<file path="src/include/ctb_pkg.sv">
package ctb_pkg;

  // register byte addresses
  localparam logic [7:0] ADDR_BUF_CFG = 8'hc0;
  localparam logic [7:0] ADDR_FQ_STATUS = 8'hc4;
  localparam logic [7:0] ADDR_ELEM_SIZE = 8'hc8;
  localparam logic [7:0] ADDR_IRQ_STATUS = 8'hf0;
  localparam logic [7:0] ADDR_IRQ_MASK = 8'hf4;

  // reset values
  localparam logic [31:0] RST_BUF_CFG = 32'h0000_0000;
  localparam logic [31:0] RST_ELEM_SIZE = 32'h0000_0000;
  localparam logic [1:0] RST_IRQ = 2'h0;

  // buffer config fields (msb is bit 0 in the printed numbering)
  localparam int CFG_MODE_BIT = 30;
  localparam int CFG_SIZE_LSB = 24;
  localparam int CFG_DEDICATED_BUFFER_COUNT_LSB = 16;
  localparam int CFG_START_LSB = 2;
  localparam logic [31:0] CFG_WR_MASK = 32'h7f3f_fffc;

  // fifo/queue status fields
  localparam int FQS_FULL_BIT = 21;
  localparam int FQS_PUT_LSB = 16;
  localparam int FQS_GET_LSB = 8;
  localparam int FQS_FREE_LSB = 0;

  // element size field
  localparam int ESC_DS_LSB = 0;
  localparam logic [31:0] ESC_WR_MASK = 32'h0000_0007;

  // interrupt status bits
  localparam int IRQ_FULL_BIT = 0;
  localparam int IRQ_PROT_BIT = 1;

  // limits and constants
  localparam logic [5:0] MAX_BUFS = 6'h20;
  localparam logic [7:0] PAD_BYTE = 8'hcc;
  localparam logic [5:0] ELEM_HDR_WORDS = 6'h02;
  localparam logic [1:0] RESP_OKAY = 2'h0;
  localparam logic [1:0] RESP_SLVERR = 2'h2;

  typedef struct packed {
    logic mode;
    logic [5:0] size;
    logic [5:0] dedicated_buffer_count;
    logic [13:0] start;
    logic [2:0] dsc;
  } ctb_cfg_t;

  typedef struct packed {
    logic full;
    logic [4:0] put;
    logic [4:0] get;
    logic [5:0] free;
  } ctb_stat_t;

  typedef enum logic [1:0] {
    CTB_WR_IDLE = 2'b01,
    CTB_WR_RESP = 2'b10
  } ctb_wr_state_t;

endpackage : ctb_pkg

</file>
<file path="src/design/ctb_tx_buffer_cfg.sv">
// Design decision made here: the AXI4-Lite interface to the registers.
`timescale 1ns/10ps

module ctb_tx_buffer_cfg (
  // clock, reset, enable
  input wire logic aclk,
  input wire logic aresetn,
  input wire logic ce,
  // axi4-lite write address
  input wire logic [7:0] s_axi_awaddr,
  input wire logic [2:0] s_axi_awprot,
  input wire logic s_axi_awvalid,
  output logic s_axi_awready,
  // axi4-lite write data
  input wire logic [31:0] s_axi_wdata,
  input wire logic [3:0] s_axi_wstrb,
  input wire logic s_axi_wvalid,
  output logic s_axi_wready,
  // axi4-lite write response
  output logic [1:0] s_axi_bresp,
  output logic s_axi_bvalid,
  input wire logic s_axi_bready,
  // axi4-lite read address
  input wire logic [7:0] s_axi_araddr,
  input wire logic [2:0] s_axi_arprot,
  input wire logic s_axi_arvalid,
  output logic s_axi_arready,
  // axi4-lite read data
  output logic [31:0] s_axi_rdata,
  output logic [1:0] s_axi_rresp,
  output logic s_axi_rvalid,
  input wire logic s_axi_rready,
  // controller side
  input wire logic prot_wr_en,
  input wire logic [31:0] pending_request_vector,
  // element address lookup for the transmit handler
  input wire logic [4:0] elem_buf_num,
  output logic [15:0] elem_word_addr,
  // data byte fetch with padding
  input wire logic byte_req,
  input wire logic [5:0] byte_idx,
  input wire logic [7:0] ram_byte,
  output logic [7:0] tx_byte,
  output logic tx_byte_valid,
  // configuration and interrupt
  output ctb_pkg::ctb_cfg_t cfg,
  output logic irq
);

  ////////////////////////////////////////////////////////////////////////////
  // registers
  logic [31:0] buf_cfg_r;
  logic [31:0] elem_size_r;
  logic [1:0] irq_stat_r;
  logic [1:0] irq_mask_r;
  logic [4:0] get_r;
  logic full_prev_r;
  logic [7:0] aw_addr_r;
  logic aw_held_r;
  logic [31:0] w_data_r;
  logic [3:0] w_strb_r;
  logic w_held_r;
  ctb_pkg::ctb_wr_state_t wr_state_r;
  logic [1:0] bresp_r;
  logic rvalid_r;
  logic [31:0] rdata_r;
  logic [1:0] rresp_r;
  logic [7:0] tx_byte_r;
  logic tx_byte_valid_r;
  logic [15:0] elem_word_addr_r;

  ////////////////////////////////////////////////////////////////////////////
  // configuration decode
  logic [5:0] size_raw;
  logic [5:0] dedicated_buffer_count_raw;
  logic [5:0] size_eff;
  logic [5:0] dedicated_buffer_count_eff;
  logic queue_mode;
  logic [6:0] data_bytes;

  assign queue_mode = buf_cfg_r[ctb_pkg::CFG_MODE_BIT];
  assign size_raw = buf_cfg_r[ctb_pkg::CFG_SIZE_LSB +: 6];
  assign dedicated_buffer_count_raw = buf_cfg_r[ctb_pkg::CFG_DEDICATED_BUFFER_COUNT_LSB +: 6];
  assign size_eff = (size_raw > ctb_pkg::MAX_BUFS) ? ctb_pkg::MAX_BUFS : size_raw;
  assign dedicated_buffer_count_eff = (dedicated_buffer_count_raw > ctb_pkg::MAX_BUFS) ? ctb_pkg::MAX_BUFS : dedicated_buffer_count_raw;

  always_comb begin
    cfg.mode = queue_mode;
    cfg.size = size_eff;
    cfg.dedicated_buffer_count = dedicated_buffer_count_eff;
    cfg.start = buf_cfg_r[ctb_pkg::CFG_START_LSB +: 14];
    cfg.dsc = elem_size_r[ctb_pkg::ESC_DS_LSB +: 3];
  end

  always_comb begin
    case (cfg.dsc)
      3'h0: data_bytes = 7'h08;
      3'h1: data_bytes = 7'h0c;
      3'h2: data_bytes = 7'h10;
      3'h3: data_bytes = 7'h14;
      3'h4: data_bytes = 7'h18;
      3'h5: data_bytes = 7'h20;
      3'h6: data_bytes = 7'h30;
      default: data_bytes = 7'h40;
    endcase
  end

  ////////////////////////////////////////////////////////////////////////////
  // shared region and pending-derived status
  logic [31:0] in_shared;
  logic [31:0] pend_shared;
  logic [5:0] level;
  logic [6:0] get_abs;
  logic [6:0] put_sum;
  logic [6:0] put_rel;
  logic [6:0] put_abs;
  logic [6:0] q_first_free;
  logic [4:0] get_next;
  ctb_pkg::ctb_stat_t stat;

  genvar gi;
  generate
    for (gi = 0; gi < 32; gi = gi + 1) begin : g_region
      // dedicated buffers occupy the low numbers, shared ones follow
      assign in_shared[gi] = (7'(gi) >= {1'b0, dedicated_buffer_count_eff}) &&
        (7'(gi) < ({1'b0, dedicated_buffer_count_eff} + {1'b0, size_eff}));
      assign pend_shared[gi] = in_shared[gi] & pending_request_vector[gi];
    end
  endgenerate

  always_comb begin
    level = 6'h00;
    q_first_free = 7'h00;
    for (int i = 31; i >= 0; i--) begin
      if (in_shared[i] && !pend_shared[i]) begin
        q_first_free = 7'(i);
      end
    end
    for (int i = 0; i < 32; i++) begin
      level = level + {5'h00, pend_shared[i]};
    end
  end

  assign get_abs = {1'b0, dedicated_buffer_count_eff} + {2'h0, get_r};
  assign put_sum = {2'h0, get_r} + {1'b0, level};
  assign put_rel = (put_sum >= {1'b0, size_eff}) ? (put_sum - {1'b0, size_eff}) : put_sum;
  assign put_abs = queue_mode ? q_first_free : ({1'b0, dedicated_buffer_count_eff} + put_rel);
  assign get_next = ({1'b0, get_r} + 6'h01 >= size_eff) ? 5'h00 : (get_r + 5'h01);

  always_comb begin
    stat.full = (size_eff != 6'h00) && (level == size_eff);
    stat.put = (size_eff == 6'h00) ? 5'h00 : put_abs[4:0];
    stat.get = queue_mode ? 5'h00 : get_abs[4:0];
    stat.free = queue_mode ? 6'h00 : (size_eff - level);
  end

  // get pointer walks past buffers whose request has left the pending vector
  always_ff @(posedge aclk) begin
    if (!aresetn) begin
      get_r <= 5'h00;
    end else if (ce) begin
      if (queue_mode || ({1'b0, get_r} >= size_eff)) begin
        get_r <= 5'h00;
      end else if ((level != 6'h00) && !pending_request_vector[get_abs[4:0]]) begin
        get_r <= get_next;
      end
    end
  end

  ////////////////////////////////////////////////////////////////////////////
  // axi4-lite write channel
  logic wr_fire;
  logic aw_hit_cfg;
  logic aw_hit_esc;
  logic aw_mapped;
  logic [31:0] wmask;
  logic prot_viol;

  assign s_axi_awready = ce && !aw_held_r && (wr_state_r == ctb_pkg::CTB_WR_IDLE);
  assign s_axi_wready = ce && !w_held_r && (wr_state_r == ctb_pkg::CTB_WR_IDLE);
  assign wr_fire = ce && aw_held_r && w_held_r && (wr_state_r == ctb_pkg::CTB_WR_IDLE);
  assign aw_hit_cfg = (aw_addr_r == ctb_pkg::ADDR_BUF_CFG);
  assign aw_hit_esc = (aw_addr_r == ctb_pkg::ADDR_ELEM_SIZE);
  assign aw_mapped = aw_hit_cfg || aw_hit_esc || (aw_addr_r == ctb_pkg::ADDR_FQ_STATUS) ||
    (aw_addr_r == ctb_pkg::ADDR_IRQ_STATUS) || (aw_addr_r == ctb_pkg::ADDR_IRQ_MASK);
  assign wmask = {{8{w_strb_r[3]}}, {8{w_strb_r[2]}}, {8{w_strb_r[1]}}, {8{w_strb_r[0]}}};
  assign prot_viol = wr_fire && (aw_hit_cfg || aw_hit_esc) && !prot_wr_en;

  always_ff @(posedge aclk) begin
    if (!aresetn) begin
      aw_held_r <= 1'b0;
      aw_addr_r <= 8'h00;
    end else if (ce) begin
      if (s_axi_awvalid && s_axi_awready) begin
        aw_held_r <= 1'b1;
        aw_addr_r <= {s_axi_awaddr[7:2], 2'h0};
      end else if (wr_fire) begin
        aw_held_r <= 1'b0;
      end
    end
  end

  always_ff @(posedge aclk) begin
    if (!aresetn) begin
      w_held_r <= 1'b0;
      w_data_r <= 32'h0000_0000;
      w_strb_r <= 4'h0;
    end else if (ce) begin
      if (s_axi_wvalid && s_axi_wready) begin
        w_held_r <= 1'b1;
        w_data_r <= s_axi_wdata;
        w_strb_r <= s_axi_wstrb;
      end else if (wr_fire) begin
        w_held_r <= 1'b0;
      end
    end
  end

  always_ff @(posedge aclk) begin
    if (!aresetn) begin
      wr_state_r <= ctb_pkg::CTB_WR_IDLE;
      bresp_r <= ctb_pkg::RESP_OKAY;
    end else if (ce) begin
      case (wr_state_r)
        ctb_pkg::CTB_WR_IDLE: begin
          if (wr_fire) begin
            wr_state_r <= ctb_pkg::CTB_WR_RESP;
            bresp_r <= aw_mapped ? ctb_pkg::RESP_OKAY : ctb_pkg::RESP_SLVERR;
          end
        end
        ctb_pkg::CTB_WR_RESP: begin
          if (s_axi_bready) begin
            wr_state_r <= ctb_pkg::CTB_WR_IDLE;
          end
        end
        default: wr_state_r <= ctb_pkg::CTB_WR_IDLE;
      endcase
    end
  end

  assign s_axi_bvalid = (wr_state_r == ctb_pkg::CTB_WR_RESP);
  assign s_axi_bresp = bresp_r;

  // configuration registers, reserved bits stay zero
  always_ff @(posedge aclk) begin
    if (!aresetn) begin
      buf_cfg_r <= ctb_pkg::RST_BUF_CFG;
      elem_size_r <= ctb_pkg::RST_ELEM_SIZE;
    end else if (ce && wr_fire && prot_wr_en) begin
      if (aw_hit_cfg) begin
        buf_cfg_r <= ((buf_cfg_r & ~wmask) | (w_data_r & wmask)) & ctb_pkg::CFG_WR_MASK;
      end
      if (aw_hit_esc) begin
        elem_size_r <= ((elem_size_r & ~wmask) | (w_data_r & wmask)) &
          ctb_pkg::ESC_WR_MASK;
      end
    end
  end

  always_ff @(posedge aclk) begin
    if (!aresetn) begin
      irq_mask_r <= ctb_pkg::RST_IRQ;
    end else if (ce && wr_fire && (aw_addr_r == ctb_pkg::ADDR_IRQ_MASK) && w_strb_r[0]) begin
      irq_mask_r <= w_data_r[1:0];
    end
  end

  ////////////////////////////////////////////////////////////////////////////
  // axi4-lite read channel
  logic [7:0] ar_addr;
  logic rd_fire;
  logic stat_rd_clr;
  logic [31:0] rd_mux;
  logic rd_mapped;

  assign s_axi_arready = ce && !rvalid_r;
  assign rd_fire = s_axi_arvalid && s_axi_arready;
  assign ar_addr = {s_axi_araddr[7:2], 2'h0};
  assign stat_rd_clr = rd_fire && (ar_addr == ctb_pkg::ADDR_IRQ_STATUS);

  always_comb begin
    rd_mux = 32'h0000_0000;
    rd_mapped = 1'b1;
    case (ar_addr)
      ctb_pkg::ADDR_BUF_CFG: rd_mux = buf_cfg_r;
      ctb_pkg::ADDR_ELEM_SIZE: rd_mux = elem_size_r;
      ctb_pkg::ADDR_FQ_STATUS: begin
        rd_mux[ctb_pkg::FQS_FULL_BIT] = stat.full;
        rd_mux[ctb_pkg::FQS_PUT_LSB +: 5] = stat.put;
        rd_mux[ctb_pkg::FQS_GET_LSB +: 5] = stat.get;
        rd_mux[ctb_pkg::FQS_FREE_LSB +: 6] = stat.free;
      end
      ctb_pkg::ADDR_IRQ_STATUS: rd_mux[1:0] = irq_stat_r;
      ctb_pkg::ADDR_IRQ_MASK: rd_mux[1:0] = irq_mask_r;
      default: rd_mapped = 1'b0;
    endcase
  end

  always_ff @(posedge aclk) begin
    if (!aresetn) begin
      rvalid_r <= 1'b0;
      rdata_r <= 32'h0000_0000;
      rresp_r <= ctb_pkg::RESP_OKAY;
    end else if (ce) begin
      if (rd_fire) begin
        rvalid_r <= 1'b1;
        rdata_r <= rd_mux;
        rresp_r <= rd_mapped ? ctb_pkg::RESP_OKAY : ctb_pkg::RESP_SLVERR;
      end else if (s_axi_rready) begin
        rvalid_r <= 1'b0;
      end
    end
  end

  assign s_axi_rvalid = rvalid_r;
  assign s_axi_rdata = rdata_r;
  assign s_axi_rresp = rresp_r;

  ////////////////////////////////////////////////////////////////////////////
  // interrupts: sticky events, read clears, set wins
  logic [1:0] irq_set;

  assign irq_set[ctb_pkg::IRQ_FULL_BIT] = stat.full && !full_prev_r;
  assign irq_set[ctb_pkg::IRQ_PROT_BIT] = prot_viol;

  always_ff @(posedge aclk) begin
    if (!aresetn) begin
      irq_stat_r <= ctb_pkg::RST_IRQ;
      full_prev_r <= 1'b0;
    end else if (ce) begin
      full_prev_r <= stat.full;
      irq_stat_r <= (stat_rd_clr ? 2'h0 : irq_stat_r) | irq_set;
    end
  end

  assign irq = |(irq_stat_r & irq_mask_r);

  ////////////////////////////////////////////////////////////////////////////
  // message ram element address and padded data
  logic [5:0] elem_words;
  logic [15:0] elem_offs;

  assign elem_words = ctb_pkg::ELEM_HDR_WORDS + {1'b0, data_bytes[6:2]};
  assign elem_offs = 16'({11'h000, elem_buf_num} * {10'h000, elem_words});

  always_ff @(posedge aclk) begin
    if (!aresetn) begin
      elem_word_addr_r <= 16'h0000;
    end else if (ce) begin
      elem_word_addr_r <= {2'h0, cfg.start} + elem_offs;
    end
  end

  assign elem_word_addr = elem_word_addr_r;

  always_ff @(posedge aclk) begin
    if (!aresetn) begin
      tx_byte_r <= 8'h00;
      tx_byte_valid_r <= 1'b0;
    end else if (ce) begin
      tx_byte_valid_r <= byte_req;
      if (byte_req) begin
        tx_byte_r <= ({1'b0, byte_idx} < data_bytes) ? ram_byte : ctb_pkg::PAD_BYTE;
      end
    end
  end

  assign tx_byte = tx_byte_r;
  assign tx_byte_valid = tx_byte_valid_r;
endmodule : ctb_tx_buffer_cfg

</file>
<file path="config.mk">
export PLATFORM = sky130hd
export DESIGN_NAME = ctb_tx_buffer_cfg
export DESIGN_NICKNAME = d
export VERILOG_FILES = /design/src/include/ctb_pkg.sv /design/src/design/ctb_tx_buffer_cfg.sv
export SDC_FILE = /design/constraint.sdc
export NUM_CORES = 1
export LEC_CHECK = 0
export BUFFER_PORTS_ARGS = -buffer_cell sky130_fd_sc_hd__clkbuf_2
export CORE_ASPECT_RATIO = 1.25
export CORE_MARGIN = 2
export CORE_UTILIZATION = 53
export CTS_CLUSTER_SIZE = 40
export DETAILED_ROUTE_END_ITERATION = 16
export PLACE_DENSITY_LB_ADDON = 0.1
export SLEW_MARGIN = 20
export SYNTH_ARGS = -nofsm -noshare
export SYNTH_HDL_FRONTEND = slang
export SYNTH_SLANG_ARGS = --single-unit
</file>
<file path="constraint.sdc">
create_clock -name aclk -period 13.2 [get_ports aclk]
set_clock_uncertainty 0.2 [all_clocks]
set_input_delay 2.64 -clock aclk [delete_from_list [all_inputs] [get_ports aclk]]
set_output_delay 2.64 -clock aclk [all_outputs]
set_load 0.01 [all_outputs]
</file>
==> metrics.md, run 1 <==
| Metric | Value |
|---|---|
| Run status | `finished, final reports clean` |
| Dominant combinational cell family by area after synthesis | `simple AND/OR/NAND/NOR gates` |
| Syn. warnings | `0` |
| Final Hold Vio Count | `0` |
| Design Power | `between 1 and 1.5 mW` |
| Die Ht | `between 150 and 200 um` |
| Post-synthesis cell area | `about 11000 um2` |
| Number of I/O port buffers | `approximately 190` |
| Largest net degree at the start of global routing | `76` |
| Clock share of power | `47.8%` |
| GRT Total Usage | `32.6%` |
| Diodes inserted | `0` |
| Kind of start point of the critical path | `flop` |
| Total clock buffers created by CTS | `17` |
| Global-route wire length before repair | `approximately 55000 um` |
| Async set-reset flop share out of synthesis | `0%` |
| Tightest Pin Transition | `1.08 ns` |
| Maximum buffer depth of the clock tree | `2` |
| Adder-cell area share of the yosys netlist | `18.0%` |
| Via count | `10.7k` |
| FF+latch count, synth | `139` |
| Width of the die | `between 100 and 150 um` |
| Power share of the combinational group | `9.6%` |
| Net count, final | `1794` |
| Required time of the critical path | `between 10 and 15 ns` |
| Multiplexer fraction of the synthesized cell area | `between 4 and 5%` |
| Power density over the cells | `roughly 81 nW/um2` |
| Critical setup path kind | `flop to flop` |
| Final critical-path share of the clock period | `slightly above 90%` |
| Number of DRC violations after detailed-routing iteration 0 | `between 800 and 900` |
| Compound-cell area share of the yosys netlist | `between 10% and 20%` |
| # rows | `59` |
| Setup Buffers After CTS | `0` |
| Floorplan die area | `22000 um2` |
| Proportion of power drawn by flip-flops and latches | `between 40% and 50%` |
| Grt total ovfl | `0` |
| Number of enable-type register cells in the synthesized netlist | `0` |
| Switching share of total power | `a little over a quarter` |
| Setup-failing EPs final | `0` |
| Post-Synth XOR/XNOR Area | `3.69%` |
| Via density per instance | `5.85` |
| Min-Delay Path Class | `flop to flop` |
| Clock sink total | `roughly 140` |
| Total internal power | `759 uW` |
| Predominant post-synthesis flop cell | `dfxtp_1` |
| Critical-path maximum fanout | `9` |
| Mapped Avg Cell Area | `slightly below 8 um2` |
| Number of instances resized during post-cts repair | `0` |
| Via count of the first global-routing pass | `between 10k and 15k` |
| Top-area cell type share of the netlist area | `25.2%` |
| Clock transition time at the flip-flop clock pins of the worst setup and hold paths | `~0.07 ns` |
| Final estimated routing congestion in global placement | `~0.96` |
| Number of slew-limit violations in the final report | `0` |
| Worst IR Drop VDD | `between 0.0001 and 0.00015 V` |
| RSZ-0062 raised after global routing | `no` |
| Final hold slack | `0.254 ns` |
| Layout filler cell count | `~2k` |
| Post-synthesis cell count | `1392` |
| Wire per inst | `roughly 19 um` |
| Power spent charging and discharging nets | `about 270 uW` |
| HPWL after DPL | `28300 um` |
| CTS Hold Buffers Added | `0` |
| Wire length reported by the detailed router | `35700 um` |
| Layout cells sized above 1 | `between 10% and 20%` |
| CP Capture Type | `flop` |
| Worst relative slew slack | `a little over a quarter` |
| Antenna violations before repair | `0` |
| Count of antenna-violating nets left after detailed routing | `0` |
| Synth Area in Simple Gates | `a little over a fifth` |
| Clock insertion delay at the later pin of the skew report | `0.43 ns` |
| Number of primary I/O pins | `around 220` |
| Static leakage | `slightly below 6 nW` |
| Maximum capacitance violations | `0` |
| TritonCTS clock tree | `done` |
| Distinct cell type count after synthesis | `87` |
| Master cell of the clock root buffer | `clkbuf_16` |
| Slowest cell on the critical path | `fa_1` |
| Area delta synth->final | `15.4%` |
| Maximum level of the CTS H-tree | `4` |
| Share of the yosys chip area belonging to registers | `roughly 25%` |
| Starting utilization of the core area | `53.4%` |
| Arrival time of data at the critical path endpoint | `12.27 ns` |
| DRT Pass-1 Iters | `5` |
| Number of DRC violations after detailed routing | `0` |
| Cells taking the most area after synthesis | `dfxtp_1 (25%), fa_1 (9.2%), ha_1 (8.4%)` |
| Largest area contributor in the netlist | `dfxtp_1` |
| Final sum of negative setup slack | `0 ns` |
| CP peak stage delay | `about 0.58 ns` |
| Maximum clock rate | `between 80 and 90 MHz` |
| Standard cell core area | `around 21000 um2` |
| Tmin final | `between 10 and 15 ns` |
==> kinds of logic after synthesis <==
family	after synthesis
AO/OA/AOI/OAI	338
XOR/XNOR	44
adder cells (fa/ha/maj)	129
buffers and inverters	194
flip-flops	139
multiplexers	40
other	2
AND/OR/NAND/NOR	506
==> stage by stage <==
step           util (%)  worst slack (ns)  cells  instance area (um2)
2_1_floorplan         -              2.39   1401                11100
3_3_place_gp       58.7              1.36   1805                12100
3_5_place_dp       58.7              1.31   1805                12100
4_1_cts            61.6              1.22   1836                12700
5_1_grt            61.6             0.405   1836                12700
6_report           61.6              1.08   1836                12700
==> worst max-delay path, delay by kind of cell (launching register included) <==
| family | cells | cell delay, ns |
|---|---|---|
| and+or+nand+nor | 3 | 0.92 |
| DFF | 1 | 0.50 |
| xor gates and xnor gates | 1 | 0.17 |
| adders and majority gates | 14 | 5.76 |
| buffers and inverters | 10 | 1.34 |
| AOI/OAI and AO/OA | 13 | 3.11 |
==> worst paths after layout <==
| kind | from | endpoint | slack [ns] | depth (start not counted) |
|---|---|---|---|---|
| worst max-delay path | flop | s_axi_rdata[17] | 1.08 | 41 |
| worst min register to register | s_axi_rdata[14] | s_axi_rdata[14] | 0.25 | 2 |
| worst min-delay path | s_axi_rdata[14] | s_axi_rdata[14] | 0.25 | 2 |
| worst max register to register | flop | s_axi_rdata[17] | 1.08 | 41 |
==> routing by layer <==
| layer | track usage, % | routed length, um | vias up |
|---|---|---|---|
| met5 | 0 | 0 | - |
| met1 | 39.6 | 14600 | 5145 |
| met4 | 13.6 | 1380 | 0 |
| met3 | 6.78 | 2380 | 73 |
| li1 | - | - | 5115 |
| met2 | 56.5 | 17400 | 399 |
==> layout by cell type, fill, tap and decap left out, drive strengths merged, types with 7 or more instances in the layout <==
cell,netlist,final
o21a,10,10
or2,9,9
o21ai,55,55
clkbuf,55,212
o22ai,7,7
nor3,25,25
a211oi,13,13
a21o,20,20
nand2,209,209
fa,51,51
nand3,49,49
ha,74,74
a22oi,12,12
xor2,15,15
a221oi,7,7
o211ai,15,15
xnor2,28,28
nand2b,20,20
a21oi,137,137
mux2i,29,29
mux4,9,9
buf,30,21
conb,2,11
nor4,9,9
dfxtp,139,139
a2111oi,7,7
inv,108,112
a31oi,10,10
or3,9,9
and2,16,16
and3,7,7
nand4,7,7
nor2,104,104
nor2b,19,19
==> cell type report <==
| class | instances | area [um2] | area share [%] |
|---|---|---|---|
| multi-input cells | 1068 | 7480 | 58.7 |
| flip-flops and latches | 139 | 2780 | 21.8 |
| repair buffers | 215 | 1130 | 8.86 |
| clock buffers | 18 | 439 | 3.45 |
| inverters | 109 | 413 | 3.24 |
| well taps | 274 | 343 | 2.69 |
| clock inverters | 13 | 158 | 1.24 |
==> power by group through the flow <==
stage | clock network (mW) | logic [mW] | registers, mW
after detailed placement | 0 | 0.0978 | 0.450
after floorplan | 0 | 0.0564 | 0.449
after CTS | 0.499 | 0.0983 | 0.440
after global placement | 0 | 0.0968 | 0.449
final | 0.493 | 0.0987 | 0.440
after global routing | 0.513 | 0.110 | 0.442
==> cell usage after synthesis (all sizes together) (25+ instances only) <==
library cell and count:
a21oi 137, o21ai 55, dfxtp 139, fa 51
clkbuf 55, nand3 49, nor3 25, nand2 209
buf 30, mux2i 29, nor2 104, inv 108
xnor2 28, ha 74
No activity file was read; power rests on OpenSTA's default activity.
==> run 2: changes to the inputs <==
Settings changed: REMOVE_ABC_BUFFERS set to 1.
Clock period 13.2 ns to 11.8 ns, I/O delays scaled along.
==> run 2 against run 1 <==
  * Wire length is essentially flat
  * Critical path type unchanged
  * Register-to-register slack lost 0.39 ns
  * Final area rose by 3.0%
  * Clock power up 13%
  * Cell count up 2.6%
  * Largest power group unchanged
==> metrics.md, run 2 (same netlist as run 1, synthesis figures left out) <==
| Metric | Value |
|---|---|
| Run status | `finished, final reports clean` |
| Standard cell core area | `slightly above 20000 um2` |
| RSZ-0062 raised after global routing | `no` |
| Via density per instance | `5.71` |
| Number of slew-limit violations in the final report | `0` |
| Kind of start point of the critical path | `flop` |
| Clock transition time at the flip-flop clock pins of the worst setup and hold paths | `0.07 ns` |
| Final non-filler cell total | `1883` |
| Worst relative slew slack | `about 26%` |
| Count of antenna-violating nets left after detailed routing | `0` |
| Static leakage | `about 6.0 nW` |
| Clock sink total | `between 100 and 150` |
| Floorplan die area | `between 20000 and 25000 um2` |
| Net count, final | `about 1.8k` |
| Total internal power | `approximately 830 uW` |
| Final critical-path share of the clock period | `94.2%` |
| Via count | `~11k` |
| Master cell of the clock root buffer | `clkbuf_16` |
| Arrival time of data at the critical path endpoint | `between 10 and 15 ns` |
| Wire length reported by the detailed router | `about 36000 um` |
| Setup Buffers After CTS | `0` |
| Maximum buffer depth of the clock tree | `2` |
| Maximum clock rate | `between 80 and 90 MHz` |
| Grt total ovfl | `0` |
| Switching share of total power | `~28%` |
| Critical-path maximum fanout | `12` |
| Tmin final | `about 11 ns` |
| Final estimated routing congestion in global placement | `around 1.0` |
| Proportion of power drawn by flip-flops and latches | `42.4%` |
| Final Hold Vio Count | `0` |
| Post-placement worst setup slack | `between 0.4 and 0.5 ns` |
| Clock insertion delay at the later pin of the skew report | `between 0.4 and 0.5 ns` |
| GRT Total Usage | `about a third` |
| Required time of the critical path | `11.96 ns` |
| Number of primary I/O pins | `between 200 and 250` |
| TritonCTS clock tree | `done` |
| # rows | `59` |
| Diodes inserted | `0` |
| DRT Pass-1 Iters | `6` |
| Maximum level of the CTS H-tree | `4` |
| Critical setup path kind | `flop to flop` |
| Power spent charging and discharging nets | `roughly 320 uW` |
| Area delta synth->final | `18.9%` |
| Final sum of negative setup slack | `0 ns` |
| Number of DRC violations after detailed routing | `0` |
| HPWL after DPL | `roughly 29000 um` |
| Number of instances resized during post-cts repair | `0` |
| Clock share of power | `between 40% and 50%` |
| Total clock buffers created by CTS | `17` |
| Setup-failing EPs final | `0` |
| Width of the die | `133 um` |
| Wire per inst | `19.0 um` |
| Die Ht | `about 170 um` |
| Design Power | `around 1.2 mW` |
| Via count of the first global-routing pass | `10.2k` |
| Maximum capacitance violations | `0` |
| CP peak stage delay | `0.59 ns` |
| Inst Count DP | `around 1.9k` |
| CTS Hold Buffers Added | `0` |
| Cell seen most often among critical-path stages | `fa_1` |
| Final hold slack | `roughly 0.25 ns` |
| Number of DRC violations after detailed-routing iteration 0 | `a little under 700` |
| Slowest cell on the critical path | `fa_1` |
| Antenna violations before repair | `0` |
| CP Capture Type | `flop` |
| Leading cell type in the layout, fill and taps excluded | `nand2_1` |
| Starting utilization of the core area | `53.4%` |
| Min-Delay Path Class | `flop to flop` |
| Global-route wire length before repair | `approximately 55000 um` |
| Smallest setup slack after layout | `around 0.7 ns` |
| Power density over the cells | `88.3 nW/um2` |
| Commonest non-fill, non-tap cells in the layout | `nand2_1 (208), clkbuf_2 (194), dfxtp_1 (138)` |
| Largest net degree at the start of global routing | `90` |
| Tightest Pin Transition | `~1.1 ns` |
| Power share of the combinational group | `9.5%` |
| Layout cells sized above 1 | `approximately a fifth` |
| Worst IR Drop VDD | `between 0.00009 and 0.0001 V` |
| Number of I/O port buffers | `a little under 200` |
run 2: cell count changes in the layout (fill, tap and decap cells not counted), sizes merged:
| cell | delta |
|---|---|
| bufinv | -1 |
| buf | +46 |
| clkinvlp | -3 |
| inv | +2 |
| clkbuf | -1 |
| clkinv | +4 |
run 2: final timing paths:
kind,from,to,slack [ns],cells past startpoint
worst max-delay path,flop,s_axi_rdata[17],0.68,40
worst min-delay path,w_data_r[11],w_data_r[11],0.25,2
worst max register to register,flop,s_axi_rdata[17],0.68,40
worst min register to register,w_data_r[11],w_data_r[11],0.25,2
run 2: layer usage:
layer	vias up	global-route usage [%]	routed length (um)	part of all wire, %
li1	5222	-	-	-
met1	5053	40.5	14900	42
met2	388	55.3	16900	47
met3	88	5.95	2240	6.3
met4	0	14.6	1630	4.6
met5	-	0	0	0
run 2: metrics by stage:
stage               cell area, um2  utilization, %
floorplan                    10700               -
global placement             12500            60.4
detailed placement           12500            60.4
CTS                          13100            63.4
global route                 13100            63.5
finish                       13100            63.5
run 2: critical path: cells and delay by family (launching register included):
| kind | cells | cell delay [ns] |
|---|---|---|
| compound gates | 11 | 2.51 |
| flops | 1 | 0.48 |
| xor+xnor | 1 | 0.09 |
| simple gates | 5 | 0.99 |
| buf+inv | 9 | 1.11 |
| fa+ha+maj | 14 | 5.64 |
run 2: cell type report:
cell class                      instances  area (um2)
Sequential cell                       139        2780
Clock buffer                           17         425
Clock inverter                         15         198
Inverter                              109         413
Fill cell                            1858        7540
Tap cell                              274         343
Timing Repair Buffer                  261        1470
Multi-Input combinational cell       1068        7490
run 2: power by group through the flow:
stage | Clock (mW) | Combinational (mW) | Sequential, mW
6_report | 0.557 | 0.110 | 0.492
5_1_grt | 0.584 | 0.123 | 0.494
4_1_cts | 0.564 | 0.110 | 0.492
3_5_place_dp | 0 | 0.109 | 0.503
3_3_place_gp | 0 | 0.108 | 0.502
2_1_floorplan | 0 | 0.0556 | 0.504
==> run 3: changes to the inputs <==
Settings changed: SETUP_SLACK_MARGIN set to 0.4.
Clock period 11.8 ns to 14.13 ns, I/O delays scaled along.
==> run 3 against run 2 <==
  * First-iteration DRC count rose by 28%
  * Setup slack improved by 0.81 ns
  * Cell count fell by 2.9%
  * Utilization fell by 2.0 points
  * Die area did not move
  * Sequential power fell by 16%
  * Largest power group unchanged
  * Flip-flop and latch count did not move
  * Wire length fell by 3.1%
  * Count of clock-buffer cells in the layout did not move
  * Sequential share of layout area rose by 0.68 points
==> metrics.md, run 3 (same netlist as run 1, synthesis figures left out) <==
| Metric | Value |
|---|---|
| Wire per inst | `about 19 um` |
| Min-Delay Path Class | `flop to flop` |
| # rows | `between 50 and 60` |
| Final core utilization | `approximately three fifths` |
| Required time of the critical path | `approximately 14 ns` |
| Number of DRC violations after detailed-routing iteration 0 | `approximately 900` |
| Net count, final | `approximately 1.8k` |
| GRT Total Usage | `a little under a third` |
| Standard cell core area | `a little over 20000 um2` |
| Number of DRC violations after detailed routing | `0` |
| CP peak stage delay | `roughly 0.90 ns` |
| Maximum clock rate | `~80 MHz` |
| Design Power | `~950 uW` |
| Number of instances resized during post-cts repair | `0` |
| Cell seen most often among critical-path stages | `fa_1` |
| Cell class contributing the biggest share of worst-path delay | `adder cells` |
| Critical-path maximum fanout | `13` |
| Via density per instance | `roughly 5.8` |
| Largest net degree at the start of global routing | `93` |
| Width of the die | `about 130 um` |
| Maximum capacitance violations | `0` |
| Diodes inserted | `0` |
| Hold path startpoint | `w_data_r[27]` |
| Number of I/O port buffers | `~190` |
| Area delta synth->final | `15.1%` |
| Antenna violations before repair | `0` |
| TritonCTS clock tree | `done` |
| Floorplan die area | `22000 um2` |
| Clock insertion delay at the later pin of the skew report | `0.44 ns` |
| Worst IR Drop VDD | `0.0000957 V` |
| Setup Buffers After CTS | `0` |
| Master cell of the clock root buffer | `clkbuf_16` |
| Grt total ovfl | `0` |
| Total clock buffers created by CTS | `17` |
| Final Hold Vio Count | `0` |
| Inst Count DP | `roughly 1.8k` |
| Slowest cell on the critical path | `a2111oi_0` |
| Via count | `10.6k` |
| Critical setup path kind | `flop to flop` |
| Clock transition time at the flip-flop clock pins of the worst setup and hold paths | `roughly 0.070 ns` |
| Tightest Pin Transition | `1.21 ns` |
| Static leakage | `around 5.8 nW` |
| CP Capture Type | `flop` |
| Die Ht | `around 170 um` |
| Wire length reported by the detailed router | `~35000 um` |
| Maximum buffer depth of the clock tree | `2` |
| Leading cell type in the layout, fill and taps excluded | `nand2_1` |
| Commonest non-fill, non-tap cells in the layout | `nand2_1 (208), clkbuf_2 (194), dfxtp_1 (139)` |
| Post-placement worst setup slack | `about 1.8 ns` |
| Worst relative slew slack | `between 15 and 20%` |
| RSZ-0062 raised after global routing | `no` |
| DRT Pass-1 Iters | `6` |
| Run status | `finished, final reports clean` |
| Setup-failing EPs final | `0` |
| Kind of start point of the critical path | `flop` |
| Starting utilization of the core area | `a little over half` |
| Smallest setup slack after layout | `1.49 ns` |
| Clock sink total | `139` |
| CTS Hold Buffers Added | `0` |
| Global-route wire length before repair | `about 53000 um` |
| Maximum level of the CTS H-tree | `4` |
| Final estimated routing congestion in global placement | `about 0.99` |
| Final sum of negative setup slack | `0 ns` |
| Number of slew-limit violations in the final report | `0` |
| CP bufs+invs | `8` |
| Final critical-path share of the clock period | `between 80% and 90%` |
| Layout cells sized above 1 | `a little under a fifth` |
| Number of primary I/O pins | `roughly 220` |
| HPWL after DPL | `around 27000 um` |
| Arrival time of data at the critical path endpoint | `around 13 ns` |
| Count of antenna-violating nets left after detailed routing | `0` |
| Tmin final | `12.64 ns` |
| Power density over the cells | `75.1 nW/um2` |
| Via count of the first global-routing pass | `9879` |
| Final non-filler cell total | `between 1.5k and 2k` |
==> run 3: worst reg2reg max path, delay by kind of cell (launching register included) <==
family                   cells  cell delay, ns
AO/OA/AOI/OAI               11            3.28
buffers and inverters        8            0.97
XOR/XNOR                     2            0.64
flip-flops                   1            0.69
AND/OR/NAND/NOR              4            1.27
adder cells (fa/ha/maj)     13            5.54
==> run 3: per-stage QoR <==
stage | instance area (um2) | hold WS (ns)
finish | 12700 | 0.257
global route | 12700 | 0.270
CTS | 12700 | 0.256
detailed placement | 12100 | 0.247
global placement | 12100 | 0.243
floorplan | 10700 | 0.237
==> run 3: area by class of cell <==
type                    count  area (um2)
clock buffers              17         425
flip-flops and latches    139        2780
clock inverters            15         186
repair buffers            207        1080
well taps                 274         343
multi-input cells        1068        7490
inverters                 109         413
fillers                  1921        7960
==> run 3: power breakdown <==
group / switching, mW / internal, mW
sequential: 0.00764 / 0.403
combinational: 0.0548 / 0.0377
clock: 0.211 / 0.241
==> run 3: path summary, 6_finish.rpt <==
check                     to  slack (ns)  cells after the start
max          s_axi_rdata[17]        1.49                     38
min             w_data_r[27]        0.26                      2
max reg2reg  s_axi_rdata[17]        1.49                     38
min reg2reg     w_data_r[27]        0.26                      2
==> run 3: per-layer routing <==
metal | vias up | global-route usage, % | share of wire [%]
li1 | 5112 | - | -
met1 | 4966 | 39.7 | 42
met2 | 442 | 51.7 | 47
met3 | 87 | 4.24 | 6.1
met4 | 0 | 15.8 | 4.7
met5 | - | 0 | 0
